$ cat config.mk
export PLATFORM = sky130hd
export DESIGN_NAME = rotate_right_carry_datapath
export DESIGN_NICKNAME = d
export VERILOG_FILES = /design/src/inc/rotate_pkg.sv /design/src/logic/bank_addr.sv /design/src/logic/rotate_right_carry_datapath.sv
export VERILOG_INCLUDE_DIRS = /design/src /design/src/inc
export SDC_FILE = /design/constraint.sdc
export NUM_CORES = 1
export LEC_CHECK = 0
export BUFFER_PORTS_ARGS = -buffer_cell sky130_fd_sc_hd__buf_2
export CAP_MARGIN = 30
export CORE_UTILIZATION = 30
export CTS_CLUSTER_SIZE = 8
export DETAILED_ROUTE_END_ITERATION = 8
export GPL_TIMING_DRIVEN = 0
export PLACE_DENSITY = 0.54
export SYNTH_ARGS = -nofsm -noshare
export SYNTH_HDL_FRONTEND = slang
export SYNTH_SLANG_ARGS = --single-unit
$ cat constraint.sdc
create_clock -name core_clk -period 4.1 [get_ports core_clk]
set_clock_uncertainty 0.1 [all_clocks]
set_input_delay 0.82 -clock core_clk [delete_from_list [all_inputs] [get_ports core_clk]]
set_output_delay 0.82 -clock core_clk [all_outputs]
set_load 0.005 [all_outputs]
$ cat src/inc/rotate_map.svh
/*
 * Opcode fields, bit positions, reset values and access bank split for the rotate datapath.
 * Assumes inclusion by bare name; definitions only.
 */
`ifndef ROTATE_MAP_SVH
`define ROTATE_MAP_SVH

// Rotate opcode in instruction bits 15:10; d and a follow below it
`define RRC_OPC_HI      6'h0C
// Fill-ones opcode: upper seven bits, [0] is a fixed 0, not a destination bit
`define FILL_OPC_HI     7'h34
// Bit positions inside the 16-bit instruction word
`define INS_D_BIT       9
`define INS_A_BIT       8
`define INS_F_MSB       7
// Reset values
`define WREG_RST        8'h00
`define BANK_RST        4'h0
// Access bank split: low file addresses map to bank 0, the rest to bank 15
`define ACC_SPLIT       8'h80
`define ACC_LO_BANK     4'h0
`define ACC_HI_BANK     4'hF
`define FILL_VALUE      8'hFF

`endif

$ cat src/inc/rotate_pkg.sv
/*
 * Types shared by the rotate datapath, its data memory model and the bench.
 * Assumes the map header supplies all numeric constants.
 */
package rotate_pkg;

    // Quarter phases of one instruction cycle
    typedef enum logic [3:0] {
        PH_Q1 = 4'b0001,
        PH_Q2 = 4'b0010,
        PH_Q3 = 4'b0100,
        PH_Q4 = 4'b1000
    } phase_t;

    // Decoded operation
    typedef enum logic [2:0] {
        OP_NONE = 3'b001,
        OP_RRC  = 3'b010,
        OP_FILL = 3'b100
    } op_t;

    // Status flags touched by the rotate
    typedef struct packed {
        logic carry;
        logic neg;
        logic zero;
    } flags_t;

    // Data memory request
    typedef struct packed {
        logic [11:0] addr;
        logic [7:0]  wdata;
        logic        we;
    } mem_req_t;

endpackage

$ cat src/logic/bank_addr.sv
/*
 * Forms the 12-bit data address from the file field and bank choice.
 * Assumes the bank pointer is stable for the whole instruction cycle.
 */
`timescale 1ns/1ns
`include "rotate_map.svh"

module bank_addr (
    // Operand fields
    input  wire logic       use_bank_ptr,
    input  wire logic [7:0] file_addr,
    input  wire logic [3:0] bank_ptr,
    // Result
    output logic      [11:0] full_addr
);

    // Access bank splits into low bank 0 and top of bank 15
    always_comb begin
        if (use_bank_ptr) begin
            full_addr = {bank_ptr, file_addr};
        end else if (file_addr < `ACC_SPLIT) begin
            full_addr = {`ACC_LO_BANK, file_addr};
        end else begin
            full_addr = {`ACC_HI_BANK, file_addr};
        end
    end

endmodule // bank_addr

$ cat src/logic/rotate_right_carry_datapath.sv
/*
 * Rotate-right-through-carry and fill-ones execution over four quarters.
 * Assumes a combinational-read data memory: read data valid in the same
 * phase the address is presented, one instruction word held for the cycle.
 */
// Functional notes
// - Shift operand right one; old carry enters bit 7, bit 0 to carry
// - Destination bit 0 writes result to working register only
// - Destination bit 1 writes result back to source register
// - Access bit 0 uses fixed access bank, ignoring bank pointer
// - Access bit 1 forms address from bank pointer register
// - Decode 0011 00da ffffffff; update only carry, negative, zero
// - One cycle: decode Q1, read Q2, process Q3, write Q4
`timescale 1ns/1ns
`include "rotate_map.svh"

module rotate_right_carry_datapath (
    // Clock and reset
    input  wire logic                 core_clk,
    input  wire logic                 nrst,
    // Instruction and core state
    input  wire logic [15:0]          instr,
    input  wire logic [3:0]           bank_pointer_register,
    input  wire logic [7:0]           mem_rdata,
    input  wire rotate_pkg::flags_t   flags_in,
    // Data memory port
    output rotate_pkg::mem_req_t      mem_req,
    // Working register and flags
    output logic [7:0]                wreg,
    output rotate_pkg::flags_t        flags,
    output logic                      flags_we,
    output rotate_pkg::phase_t        phase
);

    rotate_pkg::phase_t   phase_r, phase_nxt;
    rotate_pkg::op_t      op_r, op_nxt;
    logic                 dest_r, dest_nxt;
    logic [7:0]           opnd_r, opnd_nxt;
    logic [7:0]           res_r, res_nxt;
    rotate_pkg::flags_t   fl_r, fl_nxt;
    rotate_pkg::mem_req_t req_r, req_nxt;
    logic [7:0]           wreg_r, wreg_nxt;
    logic                 fwe_r, fwe_nxt;
    logic [11:0]          dec_addr;

    // Bank selection
    bank_addr u_bank (
        .use_bank_ptr (instr[`INS_A_BIT]),
        .file_addr    (instr[`INS_F_MSB:0]),
        .bank_ptr     (bank_pointer_register),
        .full_addr    (dec_addr)
    );

    // Phase sequencer and execution
    always_comb begin
        phase_nxt = phase_r;
        op_nxt    = op_r;
        dest_nxt  = dest_r;
        opnd_nxt  = opnd_r;
        res_nxt   = res_r;
        fl_nxt    = fl_r;
        req_nxt   = req_r;
        wreg_nxt  = wreg_r;
        fwe_nxt   = 1'b0;
        req_nxt.we = 1'b0;
        case (phase_r)
            rotate_pkg::PH_Q1: begin
                phase_nxt = rotate_pkg::PH_Q2;
                // Only the documented encodings execute
                if (instr[15:10] == `RRC_OPC_HI) begin
                    op_nxt = rotate_pkg::OP_RRC;
                end else if (instr[15:9] == `FILL_OPC_HI) begin
                    op_nxt = rotate_pkg::OP_FILL;
                end else begin
                    op_nxt = rotate_pkg::OP_NONE;
                end
                dest_nxt     = instr[`INS_D_BIT];
                req_nxt.addr = dec_addr;
            end
            rotate_pkg::PH_Q2: begin
                phase_nxt = rotate_pkg::PH_Q3;
                opnd_nxt  = mem_rdata;
            end
            rotate_pkg::PH_Q3: begin
                phase_nxt = rotate_pkg::PH_Q4;
                if (op_r == rotate_pkg::OP_FILL) begin
                    res_nxt = `FILL_VALUE;
                end else begin
                    res_nxt = {flags_in.carry, opnd_r[7:1]};
                end
            end
            rotate_pkg::PH_Q4: begin
                phase_nxt = rotate_pkg::PH_Q1;
                if (op_r == rotate_pkg::OP_RRC) begin
                    fl_nxt.carry = opnd_r[0];
                    fl_nxt.neg   = res_r[7];
                    fl_nxt.zero  = (res_r == 8'h00);
                    fwe_nxt      = 1'b1;
                    if (dest_r) begin
                        req_nxt.we    = 1'b1;
                        req_nxt.wdata = res_r;
                    end else begin
                        wreg_nxt = res_r;
                    end
                end else if (op_r == rotate_pkg::OP_FILL) begin
                    req_nxt.we    = 1'b1;
                    req_nxt.wdata = res_r;
                end
            end
            default: begin
                phase_nxt = rotate_pkg::PH_Q1;
            end
        endcase
    end

    // Register the state
    always_ff @(posedge core_clk) begin
        if (!nrst) begin
            phase_r <= rotate_pkg::PH_Q1;
            op_r    <= rotate_pkg::OP_NONE;
            dest_r  <= 1'b0;
            opnd_r  <= 8'h00;
            res_r   <= 8'h00;
            fl_r    <= 3'b000;
            req_r   <= '0;
            wreg_r  <= `WREG_RST;
            fwe_r   <= 1'b0;
        end else begin
            phase_r <= phase_nxt;
            op_r    <= op_nxt;
            dest_r  <= dest_nxt;
            opnd_r  <= opnd_nxt;
            res_r   <= res_nxt;
            fl_r    <= fl_nxt;
            req_r   <= req_nxt;
            wreg_r  <= wreg_nxt;
            fwe_r   <= fwe_nxt;
        end
    end

    // Outputs straight from flops
    assign mem_req  = req_r;
    assign wreg     = wreg_r;
    assign flags    = fl_r;
    assign flags_we = fwe_r;
    assign phase    = phase_r;

    // Checks: phase ring and write timing
    phase_ring_a: assert property (
        @(posedge core_clk) disable iff (!nrst)
        phase_r == rotate_pkg::PH_Q1 |=> phase_r == rotate_pkg::PH_Q2
        ##1 phase_r == rotate_pkg::PH_Q3 ##1 phase_r == rotate_pkg::PH_Q4)
        else $error("phase order broken");
    write_slot_a: assert property (
        @(posedge core_clk) disable iff (!nrst)
        req_r.we || fwe_r |-> phase_r == rotate_pkg::PH_Q1
        && $past(phase_r) == rotate_pkg::PH_Q4)
        else $error("write outside fourth quarter");

    // Checks: datapath values
    rot_value_a: assert property (
        @(posedge core_clk) disable iff (!nrst)
        phase_r == rotate_pkg::PH_Q3 && op_r == rotate_pkg::OP_RRC |=>
        res_r == {$past(flags_in.carry), $past(opnd_r[7:1])})
        else $error("rotate result wrong");
    carry_out_a: assert property (
        @(posedge core_clk) disable iff (!nrst)
        fwe_r |-> fl_r.carry == $past(opnd_r[0]))
        else $error("carry not old bit 0");

    // Checks: destination choice
    wreg_dest_a: assert property (
        @(posedge core_clk) disable iff (!nrst)
        phase_r == rotate_pkg::PH_Q4 && op_r == rotate_pkg::OP_RRC
        && !dest_r |=> wreg_r == $past(res_r) && !req_r.we)
        else $error("working reg dest wrong");
    // Working register may only move on the edge that ends Q4
    wreg_hold_a: assert property (
        @(posedge core_clk) disable iff (!nrst)
        phase_r != rotate_pkg::PH_Q1 |-> $stable(wreg_r))
        else $error("working reg moved mid-cycle");
    file_dest_a: assert property (
        @(posedge core_clk) disable iff (!nrst)
        phase_r == rotate_pkg::PH_Q4 && op_r == rotate_pkg::OP_RRC
        && dest_r |=> req_r.we && req_r.wdata == $past(res_r)
        && $stable(wreg_r))
        else $error("file dest wrong");

    // Checks: bank selection and file field
    access_bank_a: assert property (
        @(posedge core_clk) disable iff (!nrst)
        phase_r == rotate_pkg::PH_Q1 && !instr[`INS_A_BIT]
        && instr[7:0] < `ACC_SPLIT |=> req_r.addr[11:8] == `ACC_LO_BANK)
        else $error("access bank ignored");
    access_high_a: assert property (
        @(posedge core_clk) disable iff (!nrst)
        phase_r == rotate_pkg::PH_Q1 && !instr[`INS_A_BIT]
        && instr[7:0] >= `ACC_SPLIT |=> req_r.addr[11:8] == `ACC_HI_BANK)
        else $error("access bank top half wrong");
    bank_ptr_a: assert property (
        @(posedge core_clk) disable iff (!nrst)
        phase_r == rotate_pkg::PH_Q1 && instr[`INS_A_BIT] |=>
        req_r.addr[11:8] == $past(bank_pointer_register))
        else $error("bank pointer not used");
    file_field_a: assert property (
        @(posedge core_clk) disable iff (!nrst)
        phase_r == rotate_pkg::PH_Q1 |=>
        req_r.addr[7:0] == $past(instr[7:0]))
        else $error("file field not addressed");

    // Checks: flags and refused encodings
    zero_flag_a: assert property (
        @(posedge core_clk) disable iff (!nrst)
        fwe_r |-> fl_r.zero == (wreg_r == 8'h00 && !req_r.we
        || req_r.we && req_r.wdata == 8'h00))
        else $error("zero flag wrong");
    neg_flag_a: assert property (
        @(posedge core_clk) disable iff (!nrst)
        fwe_r |-> fl_r.neg == (req_r.we ? req_r.wdata[7] : wreg_r[7]))
        else $error("negative flag wrong");
    // Unknown words must leave memory, flags and W alone
    refused_op_a: assert property (
        @(posedge core_clk) disable iff (!nrst)
        phase_r == rotate_pkg::PH_Q4 && op_r == rotate_pkg::OP_NONE
        |=> !req_r.we && !fwe_r && $stable(wreg_r))
        else $error("refused opcode had effect");
    fill_flags_a: assert property (
        @(posedge core_clk) disable iff (!nrst)
        phase_r == rotate_pkg::PH_Q4 && op_r == rotate_pkg::OP_FILL |=>
        !fwe_r && req_r.we && req_r.wdata == `FILL_VALUE && $stable(fl_r))
        else $error("fill wrong");

endmodule // rotate_right_carry_datapath

==> parameters.txt <==
Parameter                              Value

STA
  Minimum clock period after layout ... 2110 ps
  Final setup vio count ... 0
  Hold Vio Cnt, Final ... 0
  Setup repair after global routing missed its margin ... no
  Worst Tran Pin Value ... 762 ps
  Period utilisation layout ... 0.513
  Max frequency ... 475 MHz
  Setup TNS ... 0 ps
  Worst setup margin ... 1990 ps
  Count of final max-slew check failures ... 0
  Worst max-slew margin expressed relative to the limit ... 0.490

Yosys
  Synthesized flop and latch total ... 57
  Yosys warning count ... 0
  Post-Synthesis Mean Instance Area ... 9.36 sq um
  Share of async-settable or async-resettable flops after synthesis ... 0
  EDFF count, synth ... 0
  Main flop type after synthesis ... dfxtp_1
  Number of nets in the synthesized netlist ... 262
  Sequential share of the synthesized area ... 0.532
  Post-Synthesis Cell Area ... 2140 sq um
  Synthesized instance count ... 229
  Cell variety after synth ... 31

Layout
  Fraction of final layout cells sized beyond drive strength 1 ... 0.301
  Area growth from synthesis to final layout ... 29.9%
  Final core utilization ... 0.408
  Ant diodes ... 0
  Most common library cell in the layout ignoring fill and taps ... buf_2
  Count of placed standard cells in the final layout, fillers left out ... 405
  Highest-count cells in the layout ignoring fill and taps ... 67 x buf_2, 60 x nand2_1, 57 x dfxtp_1, 22 x a21oi_1, 20 x mux2i_1
  Net count, final ... 338

Setup path
  Crit Path Class ... reg2reg
  CP startpoint kind ... register
  Maximum fanout along the worst path ... 10
  Data arrival time at the worst-slack endpoint ... 2260 ps
  Critical path required time ... 4250 ps
  Type of destination of the critical path ... register

Placed design
  Estimated wirelength of the detail-placed design ... 3640 microns
  GP Congestion ... 0.689
  Post-Place Setup Slack ... 2010 ps
  Port Buffers ... 65
  Post-placement cell count ... 390

Run status
  Result of the run ... completed

Detailed routing
  Drc violations ... 0
  Post-detailed-route via-to-cell ratio ... 4.53
  Vias after detailed routing ... 1833
  Antenna Violating Nets Remaining ... 0
  Initial detailed-routing violation count ... 34
  Detailed Routing Iterations Pass 1 ... 4
  Final routed wirelength across all metal layers ... 4970 microns
  Mean routed wirelength per cell ... 12.3 microns

CTS
  Post-cts resize count ... 0
  TritonCTS Buffers ... 9
  Insertion delay to the later sink of the worst-skew pair ... 330 ps
  H-Tree Level Count ... 3
  Clock input transition at the sequential cells of the worst setup and hold paths ... 60 ps
  TritonCTS sink count ... 57
  CTS Root Buffer Type ... clkbuf_8
  Clock Tree Buf Depth ... 2
  Clock tree from TritonCTS ... yes
  Number of buffers inserted by hold repair at cts ... 0
  Post-CTS setup-driven buffer insertion count ... 0

Floorplanning
  Io pins ... 70
  Horizontal die dimension ... 86.5 microns
  Core Box Area ... 6830 sq um
  Die height ... 86.5 microns
  Floorplan die area ... 7490 sq um
  Effective utilization at floorplan ... 0.314
  Standard-cell row count ... 30

Global route
  Pin count of the biggest net entering global routing ... 11
  Final global-route overflow total ... 0
  First-pass GRT wire length ... 8070 microns
  Global-route total usage across every layer ... 0.145
  Via count of the first global-routing pass ... 1700
  Initial antenna violation count ... 0

Min path
  Type of the tightest min-delay check ... reg2reg

Pwr
  Leak ... 1.19 nW
  Cell Pwr Density ... 450 nW/um^2
  Worst vdd ir ... 0.000144 V
  Overall power after layout ... 0.00125 W

Flow run
  Maxcap violations ... 0
-- layer usage --
layer | vias to the layer above | global-route usage | wire (microns)
met5 | - | 0 | 0
met4 | 0 | 0.0864 | 92
met3 | 8 | 0.0610 | 265
met1 | 829 | 0.182 | 2450
met2 | 42 | 0.205 | 2170
li1 | 954 | - | -
-- worst max-delay path: stages, from the launching register on --
cell,delay [ps]
dfxtp_1,310
clkbuf_1,220
nor4b_1,640
clkbuf_1,460
nor2_1,80
a211oi_1,210
-- sequential cells by signal (all words and copies together) (netlist names) --
| name | count |
|---|---|
| mem_req | 21 |
| phase | 4 |
| dest_r | 1 |
| wreg | 8 |
| flags_we | 1 |
| res_r | 8 |
| op_r | 3 |
| flags | 3 |
| opnd_r | 8 |
-- cell usage after synthesis, drive strengths merged (3+ instances only) --
master / count / area [sq um]
nor2: 8 / 30.0
a21oi: 22 / 110
mux2i: 20 / 200
o21ai: 4 / 20.0
nand2: 60 / 225
a211oi: 4 / 30.0
o221a: 8 / 90.1
or4: 4 / 30.0
nand3: 3 / 15.0
buf: 3 / 13.8
nor4b: 3 / 32.5
clkbuf: 13 / 48.8
dfxtp: 57 / 1140
-- kinds of logic after synthesis --
group,count (synthesis),synth area share
multiplexers,20,0.0934
AND/OR/NAND/NOR,92,0.208
buffers and inverters,18,0.0327
AO/OA/AOI/OAI,42,0.133
flip-flops,57,0.532
-- path summary, 6_finish.rpt --
| path | start | end | slack, ps | cells after the start |
|---|---|---|---|---|
| setup / recovery | phase[3] | mem_req[19] | 1990 | 5 |
| hold / removal | mem_req[12] | mem_req[12] | 350 | 2 |
| setup reg to reg | phase[3] | mem_req[19] | 1990 | 5 |
| hold reg to reg | mem_req[12] | mem_req[12] | 350 | 2 |
-- area by class of cell --
class | count | area (sq um)
multi-input combinational | 154 | 932
inverter | 2 | 7.51
clock buffer | 13 | 159
fill | 729 | 4050
clock inverter | 2 | 37.5
tap | 96 | 120
timing repair buffer | 65 | 325
sequential | 57 | 1140
buffer | 16 | 62.6
-- where the power goes --
part,internal (W),switching [W]
sequential,0.000583,0.0000208
combinational,0.0000563,0.0000780
clock,0.000311,0.000204
-- metrics by stage --
| stage | cell area, sq um | hold WS [ps] |
|---|---|---|
| floorplan | 2140 | 336 |
| global placement | 2590 | 341 |
| detailed placement | 2590 | 345 |
| CTS | 2790 | 354 |
| global route | 2790 | 379 |
| finish | 2790 | 352 |
No activity file was read; power rests on OpenSTA's default activity.
